--- src/hdl/gdpc_pkg.sv ---
package gdpc_pkg;
  localparam int          CNT_W         = 16;
  // counter setup preset after reset: count down, binary, once, no gating
  localparam logic [15:0] SETUP_RESET   = 16'h0800;
  localparam logic [15:0] CNT_RESET     = 16'h0000;
  localparam logic [15:0] TC_COUNT_VAL  = 16'h0001;

  typedef enum logic [1:0] {
    GDPC_MODE_GATED,
    GDPC_MODE_TRIG,
    GDPC_MODE_IDLE
  } gdpc_mode_t;

  typedef enum {
    GDPC_ST_DISARMED,
    GDPC_ST_WAIT_TRIG,
    GDPC_ST_DELAY,
    GDPC_ST_PULSE
  } gdpc_state_t;
endpackage

--- src/hdl/gdpc_counter.sv ---
// Contract
// - in gated mode a source edge counts only while the gate is active.
// - in gated mode source edges are ignored unless the counter is armed.
// - in gated mode the first terminal count reloads from hold and counting goes on.
// - in gated mode the second terminal count reloads from load and disarms.
// - in triggered mode an armed counter counts nothing before a gate edge.
// - in triggered mode gate edges while disarmed are ignored.
// - in triggered mode decrementing starts on the first source edge after the gate edge.
// - once triggered, triggered mode runs the same hold-then-load two-phase sequence.
// - in triggered mode the counter disarms at the second terminal count.
// - after the trigger the gate is ignored until the second terminal count.
// - terminal count fires on the source edge taken while the count equals one.
// - after reset the setup register holds the count-down binary once no-gating preset.
`timescale 1ns/10ps
`default_nettype none
module gdpc_counter
  import gdpc_pkg::*;
#(
  parameter int WIDTH = CNT_W
) (
  input  wire logic                  clk_sys,
  input  wire logic                  srst,
  input  wire gdpc_pkg::gdpc_mode_t  mode,
  input  wire logic                  cmd_arm,
  input  wire logic                  cmd_disarm,
  input  wire logic                  cmd_load,
  input  wire logic [WIDTH-1:0]      load_val,
  input  wire logic [WIDTH-1:0]      hold_val,
  input  wire logic                  setup_we,
  input  wire logic [15:0]           setup_wdata,
  input  wire logic                  src_in,
  input  wire logic                  gate_in,
  output logic [15:0]                counter_setup_register,
  output logic [WIDTH-1:0]           count,
  output logic                       armed,
  output logic                       terminal_count,
  output logic                       out_toggle
);
  import gdpc_pkg::*;

  // terminal count compare needs at least two bits, and the preset constants are 16 bits
  if (WIDTH < 2 || WIDTH > 16) begin : g_width_check
    $error("gdpc_counter: WIDTH must be 2 to 16");
  end

  logic              src_rise;
  logic              gate_rise;
  gdpc_state_t       state_q;
  logic [WIDTH-1:0]  count_q;
  logic [15:0]       setup_q;
  logic              tc_q;
  logic              tog_q;
  logic              counting;
  logic              at_tc;
  logic              step;

  gdpc_edge u_src (
    .clk_sys (clk_sys),
    .srst    (srst),
    .sig_in  (src_in),
    .rise    (src_rise)
  );

  gdpc_edge u_gate (
    .clk_sys (clk_sys),
    .srst    (srst),
    .sig_in  (gate_in),
    .rise    (gate_rise)
  );

  assign counting = (state_q == GDPC_ST_DELAY) || (state_q == GDPC_ST_PULSE);
  // gated mode qualifies source edges by gate level; triggered mode ignores gate
  assign step = counting && src_rise &&
                ((mode == GDPC_MODE_GATED) ? gate_in : 1'b1);
  assign at_tc = step && (count_q == TC_COUNT_VAL[WIDTH-1:0]);

  // setup register, written by host only while disarmed
  always_ff @(posedge clk_sys) begin
    if (srst) begin
      setup_q <= SETUP_RESET;
    end else if (setup_we && (state_q == GDPC_ST_DISARMED)) begin
      setup_q <= setup_wdata;
    end
  end

  always_ff @(posedge clk_sys) begin
    if (srst) begin
      state_q <= GDPC_ST_DISARMED;
    end else if (cmd_disarm) begin
      state_q <= GDPC_ST_DISARMED;
    end else begin
      case (state_q)
        GDPC_ST_DISARMED: begin
          if (cmd_arm && mode == GDPC_MODE_GATED) begin
            state_q <= GDPC_ST_DELAY;
          end else if (cmd_arm && mode == GDPC_MODE_TRIG) begin
            state_q <= GDPC_ST_WAIT_TRIG;
          end
        end
        GDPC_ST_WAIT_TRIG: begin
          if (gate_rise) begin
            state_q <= GDPC_ST_DELAY;
          end
        end
        GDPC_ST_DELAY: begin
          if (at_tc) begin
            state_q <= GDPC_ST_PULSE;
          end
        end
        GDPC_ST_PULSE: begin
          if (at_tc) begin
            state_q <= GDPC_ST_DISARMED;
          end
        end
        default: state_q <= GDPC_ST_DISARMED;
      endcase
    end
  end

  always_ff @(posedge clk_sys) begin
    if (srst) begin
      count_q <= CNT_RESET[WIDTH-1:0];
    end else if (at_tc && state_q == GDPC_ST_DELAY) begin
      count_q <= hold_val;
    end else if (at_tc) begin
      count_q <= load_val;
    end else if (step) begin
      count_q <= count_q - 1'b1;
    end else if (cmd_load && !counting) begin
      count_q <= load_val;
    end
  end

  always_ff @(posedge clk_sys) begin
    if (srst) begin
      tc_q  <= 1'b0;
      tog_q <= 1'b0;
    end else begin
      tc_q <= at_tc;
      if (at_tc) begin
        tog_q <= ~tog_q;
      end
    end
  end

  assign counter_setup_register = setup_q;
  assign count                  = count_q;
  assign armed                  = (state_q != GDPC_ST_DISARMED);
  assign terminal_count         = tc_q;
  assign out_toggle             = tog_q;
endmodule
`default_nettype wire

--- src/hdl/gdpc_edge.sv ---
`timescale 1ns/10ps
`default_nettype none
// rising-edge detector on a synchronous input
module gdpc_edge (
  input  wire logic clk_sys,
  input  wire logic srst,
  input  wire logic sig_in,
  output logic      rise
);
  logic sig_q;

  always_ff @(posedge clk_sys) begin
    if (srst) begin
      sig_q <= 1'b0;
    end else begin
      sig_q <= sig_in;
    end
  end

  assign rise = sig_in & ~sig_q;
endmodule
`default_nettype wire

--- config.mk ---
export PLATFORM = sky130hd
export DESIGN_NAME = gdpc_counter
export DESIGN_NICKNAME = d
export VERILOG_FILES = /design/src/hdl/gdpc_pkg.sv /design/src/hdl/gdpc_counter.sv /design/src/hdl/gdpc_edge.sv
export SDC_FILE = /design/constraint.sdc
export NUM_CORES = 1
export LEC_CHECK = 0
export BUFFER_PORTS_ARGS = -buffer_cell sky130_fd_sc_hd__clkbuf_2
export CAP_MARGIN = 20
export CORE_MARGIN = 2
export CORE_UTILIZATION = 43
export CTS_CLUSTER_SIZE = 16
export DETAILED_ROUTE_END_ITERATION = 10
export GPL_TIMING_DRIVEN = 0
export PLACE_DENSITY = 0.84
export REMOVE_ABC_BUFFERS = 1
export SLEW_MARGIN = 20
export SYNTH_ARGS = -nofsm -noshare
export SYNTH_HDL_FRONTEND = slang
export SYNTH_HIERARCHICAL = 1
export SYNTH_SLANG_ARGS = --single-unit
--- constraint.sdc ---
create_clock -name clk_sys -period 2.2 [get_ports clk_sys]
set_input_delay 0.11 -clock clk_sys [delete_from_list [all_inputs] [get_ports clk_sys]]
set_output_delay 0.11 -clock clk_sys [all_outputs]
set_load 0.05 [all_outputs]
# Word-level counts from Yosys, hierarchy flattened
# Cells that the tools add are included.
# totals
output_inout_bits,35
input_bits,58
register_bits,68
elab_cells,52
# classes
bitwise_logic,5
reduce_logical,17
n_eq_ne,11
muxes,11
add_sub_neg,1
# op_table
cell,n
$mux 32,5
$pmux 32 s4,1
$eq 32x2->1 const B,2
$eq 32x3->1 const B,2
$logic_not 32->1,2
$mux 16,4
$eq 32x1->1 const B,1
$reduce_bool 32->1,1
$eq 16x1->1 const B,1
$sub 16x1->16 const B,1
$logic_and 1x1->1,8
$ne 2x2->1 const B,3
$reduce_and 4->1,1
$reduce_bool 4->1,1
$ne 3x3->1 const B,1
$not 1->1,3
$and 1x1->1,2
$eq 2x1->1 const B,1
$logic_not 2->1,1
$reduce_or 2->1,1
$logic_not 1->1,1
$logic_or 1x1->1,1
$mux 1,1

# Logic depth before layout (Yosys ltp)
# logic_depth
depth_word,8
mapped_depth,10
depth_no_buf,7

# Modules after synthesis
# Netlist, hierarchy kept.
# modules_own_cells
mod,seq_area_each_um2,area_each_um2,cells_per_inst,n_inst
gdpc_counter,720.7,2082.0,267,1
gdpc_edge,20.0,47.5,3,2

# Worst setup path after synthesis
# No wires, ideal clock.
# synth_timing
path_type,register -> register
start,register count_q[0] (netlist: count[0])
end,register count_q[3] (netlist: count[3])
synth_period_minus_slack_ns,2.302
t_required_ns,2.114
arrival_ns,2.217
slack_ns,-0.102
path_stages_with_launch,9
n_path_buf,2
path_cell_list,dfxtp_1 -> ha_1 -> nor4b_1 -> nand4_1 -> buf_2 -> nor2_1 -> buf_2 -> a222oi_1 -> a211oi_1
# synth_between
elab_chain_cells,4
word_cells_on_any_way,8
classes_between,add/sub: 1; eq/ne: 1; mux: 3; reduce/logical: 3
# synth_lines
element,line,rtl
from (decl),gdpc_counter.sv:49,logic [WIDTH-1:0] count_q;
from (signal assigned),gdpc_counter.sv:122,count_q <= CNT_RESET[WIDTH-1:0];
from (signal assigned),gdpc_counter.sv:124,count_q <= hold_val;
from (signal assigned),gdpc_counter.sv:126,count_q <= load_val;
$sub 16x1->16 / $eq 16x1->1 (equally long branches),"gdpc_counter.sv:128, gdpc_counter.sv:75",
$mux 16 / $logic_and 1x1->1 (equally long branches),"gdpc_counter.sv:127, gdpc_counter.sv:75",
$mux 16 / $logic_and 1x1->1 (equally long branches),"gdpc_counter.sv:125, gdpc_counter.sv:123",
$mux 16 / $reduce_bool 4->1 (equally long branches),-,
# Parallel ways exist; a longest one is shown, timed or not.
# A chain may end at the register's enable or synchronous reset.

# Worst setup path after layout
# layout_timing
start,register count_q[1] (netlist: count[1])
end,register state_q[1]
# layout_between
elab_chain_cells,4
word_cells_on_any_way,5
classes_between,eq/ne: 3; reduce/logical: 2
# layout_lines
element,line,rtl
$eq 16x1->1 (*),gdpc_counter.sv:75,assign at_tc = step && (count_q == TC_COUNT_VAL[WIDTH-1:0]);
$logic_and 1x1->1 (*),gdpc_counter.sv:75,
$ne 2x2->1 (no line),-,
$reduce_and 4->1 (no line) (*),-,
to (signal assigned),gdpc_counter.sv:88,state_q <= GDPC_ST_DISARMED;
to (signal assigned),gdpc_counter.sv:90,state_q <= GDPC_ST_DISARMED;
to (signal assigned),gdpc_counter.sv:95,state_q <= GDPC_ST_DELAY;
to (decl),gdpc_counter.sv:48,gdpc_state_t state_q;
# Mark *: on every way between the ends. The rest lies on a longest branch, timed or not.

==> results.md <==
- Total congestion overflow: 0
- Final instance area: 2920 µm²
- Mapped Avg Cell Area: 7.97 µm²
- Met3 usage: 3.21%
- Seq/Total Area, Yosys: 34.9%
- Worst EP arrival: 2.34 ns
- DRT iter0 DRCs: 270
- Average wire per standard cell: 15.5 µm
- Row count: 25
- Hpwl dp: 4.58 mm
- Area Overhead vs Synth: 34.2%
- DR vias: 2421
- Worst slew margin: 41.2%
- Final core utilization: 60.6%
- Critical-path maximum fanout: 12
- CP max-delay cell: or4_1
- Kind of critical path: reg2reg
- Peak supply drop: 0.359 mV
- CP max stage delay: 0.49 ns
- Post-synth ARST share: 0%
- CP startpoint kind: flop
- Die height: 75.2 µm
- Slack of the critical path: 0.0801 ns
- Family with the most delay on the worst path: simple AND/OR/NAND/NOR gates
- Tcrit/Tclk final: 96.4%
- Setup Skew: 0.00679 ns
- Leakage power: 1.30 nW
- Total power: 2.03 mW
- WP data required: 2.42 ns
- Die area: 5650 µm²
- ANT nets after route: 0
- GR Util met2: 36.5%
- # DRC: 0
- Drt pass-1 iters: 4
- Fin. max-slew vios: 0
- Post-synth EDFFs: 0
- I/O pin cnt: 93
- Worst-path clk slew: 0.09 ns
- Top cell by count, worst path: a21oi_1
- Max-Cap Viols: 0
- Worst Path Buf+Inv: 1
- Post-route insts no fill: 429
- Synth Cell Area: 2180 µm²
- Area after DPL: 2630 µm²
- NumNets Final: 425
- Core Area: 4820 µm²
- Syn. warnings: 6
- Global-route wire length before repair: 9.87 mm
- Fill cells: 455
- Clk buf depth: 2
- Status: finished clean
- Worst slack at placement: -0.605 ns
- GPL Wtd Cong: 0.915
- Layout cells sized above 1: 36.5%
- Clk Latency, worst-skew pair: 0.29 ns
- DRT Wirelength: 6.66 mm
- Synth cell types: 50
- Die Width: 75.2 µm
- Clock sinks: 38
- Root Driver: clkbuf_8
- Post-CTS Hold Buffers: 0
- N_diodes: 0
- Number of vias per cell: 5.64
- Final hold violation count: 0
- Tightest Hold Check Type: in2reg
- Dpl cells: 416
- Synth area leader: dfxtp_1
- Fmax: 0.472 GHz
- Count leader, synth: nand2_1
- Crit. End Element: flop
- Most frequent cells after synthesis: nand2_1, dfxtp_1, a21oi_1
- Mapped Cells: 273
- Largest net degree at the start of global routing: 38
- Synth top area cells: dfxtp_1, nand2_1, a21oi_1
- H-tree levels: 2
- Global-route usage over all layers: 22.5%
- Final Setup Violations: 0
- Buffers on Ports: 92
- Top Usage Layer GRT: met2
- Synthesis-stage register bit count: 38
- Vias in the first global route: 2143
- Initial antenna violation count: 0
- Post-layout min period: 2.12 ns
- Initial Util: 45.2%
- Post-synth top area share: 34.9%
- CTS tree: built
- Critical path, cell by cell: inv_1, ha_1, nor4b_2, and4_4, a21oi_1, or4_1, a21oi_1
- PwrDens: 695 nW/µm²
- Commonest register cell after synthesis: dfxtp_1
- Slew @ Worst Pin: 0.883 ns
- CTS buffer count: 5
- Met1 usage: 30.3%
==> registers in the layout, indices dropped and copies added, names as in the netlist <==
signal and count:
terminal_count 1, u_src/sig_q 1, count 16, u_gate/sig_q 1, state_q 2, out_toggle 1
counter_setup_register 16
==> cell usage in the layout, fill, tap and decap left out, drive strengths merged, types with 3 or more instances in the layout <==
cell	n
clkbuf	97
nand2	45
dfxtp	38
a21oi	23
nor2	21
o21ai	13
inv	12
a211oi	7
a221oi	7
nor3	6
ha	6
nor2b	6
nand3	5
or3	5
or4	5
a31oi	4
o22ai	4
buf	4
nor4	4
a222oi	3
xnor2	3
a22oi	3
nor4b	3
a21o	3
==> tightest hold or removal path, cell delays in order <==
cell and delay, ns:
clkbuf_2 0.08, nand2_1 0.05, a21oi_1 0.05
==> metal layers <==
metal	wire length [µm]	share of wire (%)
met5	0	0
met4	118	1.8
met3	436	6.5
met2	3280	49
met1	2830	42
==> final cells by class <==
| type | count | area (µm²) | area share (%) |
|---|---|---|---|
| tap | 67 | 83.8 | 2.87 |
| multi-input combinational | 208 | 1400 | 48.0 |
| sequential | 38 | 763 | 26.1 |
| clock buffer | 5 | 68.8 | 2.36 |
| timing repair buffer | 96 | 490 | 16.8 |
| clock inverter | 3 | 68.8 | 2.36 |
| inverter | 12 | 45.0 | 1.54 |
==> stage by stage <==
stage,hold slack [ns],TNS [ns]
after floorplan,0.174,-3.08
after global placement,0.326,-6.67
after detailed placement,0.323,-7.03
after CTS,0.0170,0
after global routing,0.0319,-0.0116
final,0.0304,0
==> power by group <==
group	switching (mW)	internal, mW	total, mW
logic	0.340	0.178	0.517
clock network	0.271	0.455	0.726
registers	0.0533	0.733	0.786
total	0.664	1.37	2.03
==> cells by family after synthesis <==
logic type / count (synthesis) / share of synthesized area (%)
AOI/OAI and AO/OA: 84 / 25.9
xor gates and xnor gates: 4 / 1.61
adders and majority gates: 6 / 3.45
buffers and inverters: 28 / 6.09
DFF: 38 / 34.9
muxes: 2 / 0.920
and+or+nand+nor: 111 / 27.1
==> worst paths after layout <==
check | slack, ns | end | cells after the start | startpoint
hold / removal | 0.03 | counter_setup_register[9] | 3 | setup_wdata[9]
setup / recovery | 0.08 | state_q[1] | 7 | count[1]
hold reg to reg | 0.46 | counter_setup_register[3] | 2 | counter_setup_register[3]
setup reg to reg | 0.08 | state_q[1] | 7 | count[1]
==> what timing repair did <==
action	in CTS	in global routing
gates cloned	0	1
buffers inserted	4	0
pin swaps	0	2
setup endpoints to repair	16	17
resized for setup	15	11
Note: power is estimated with default switching activity, not from simulation.
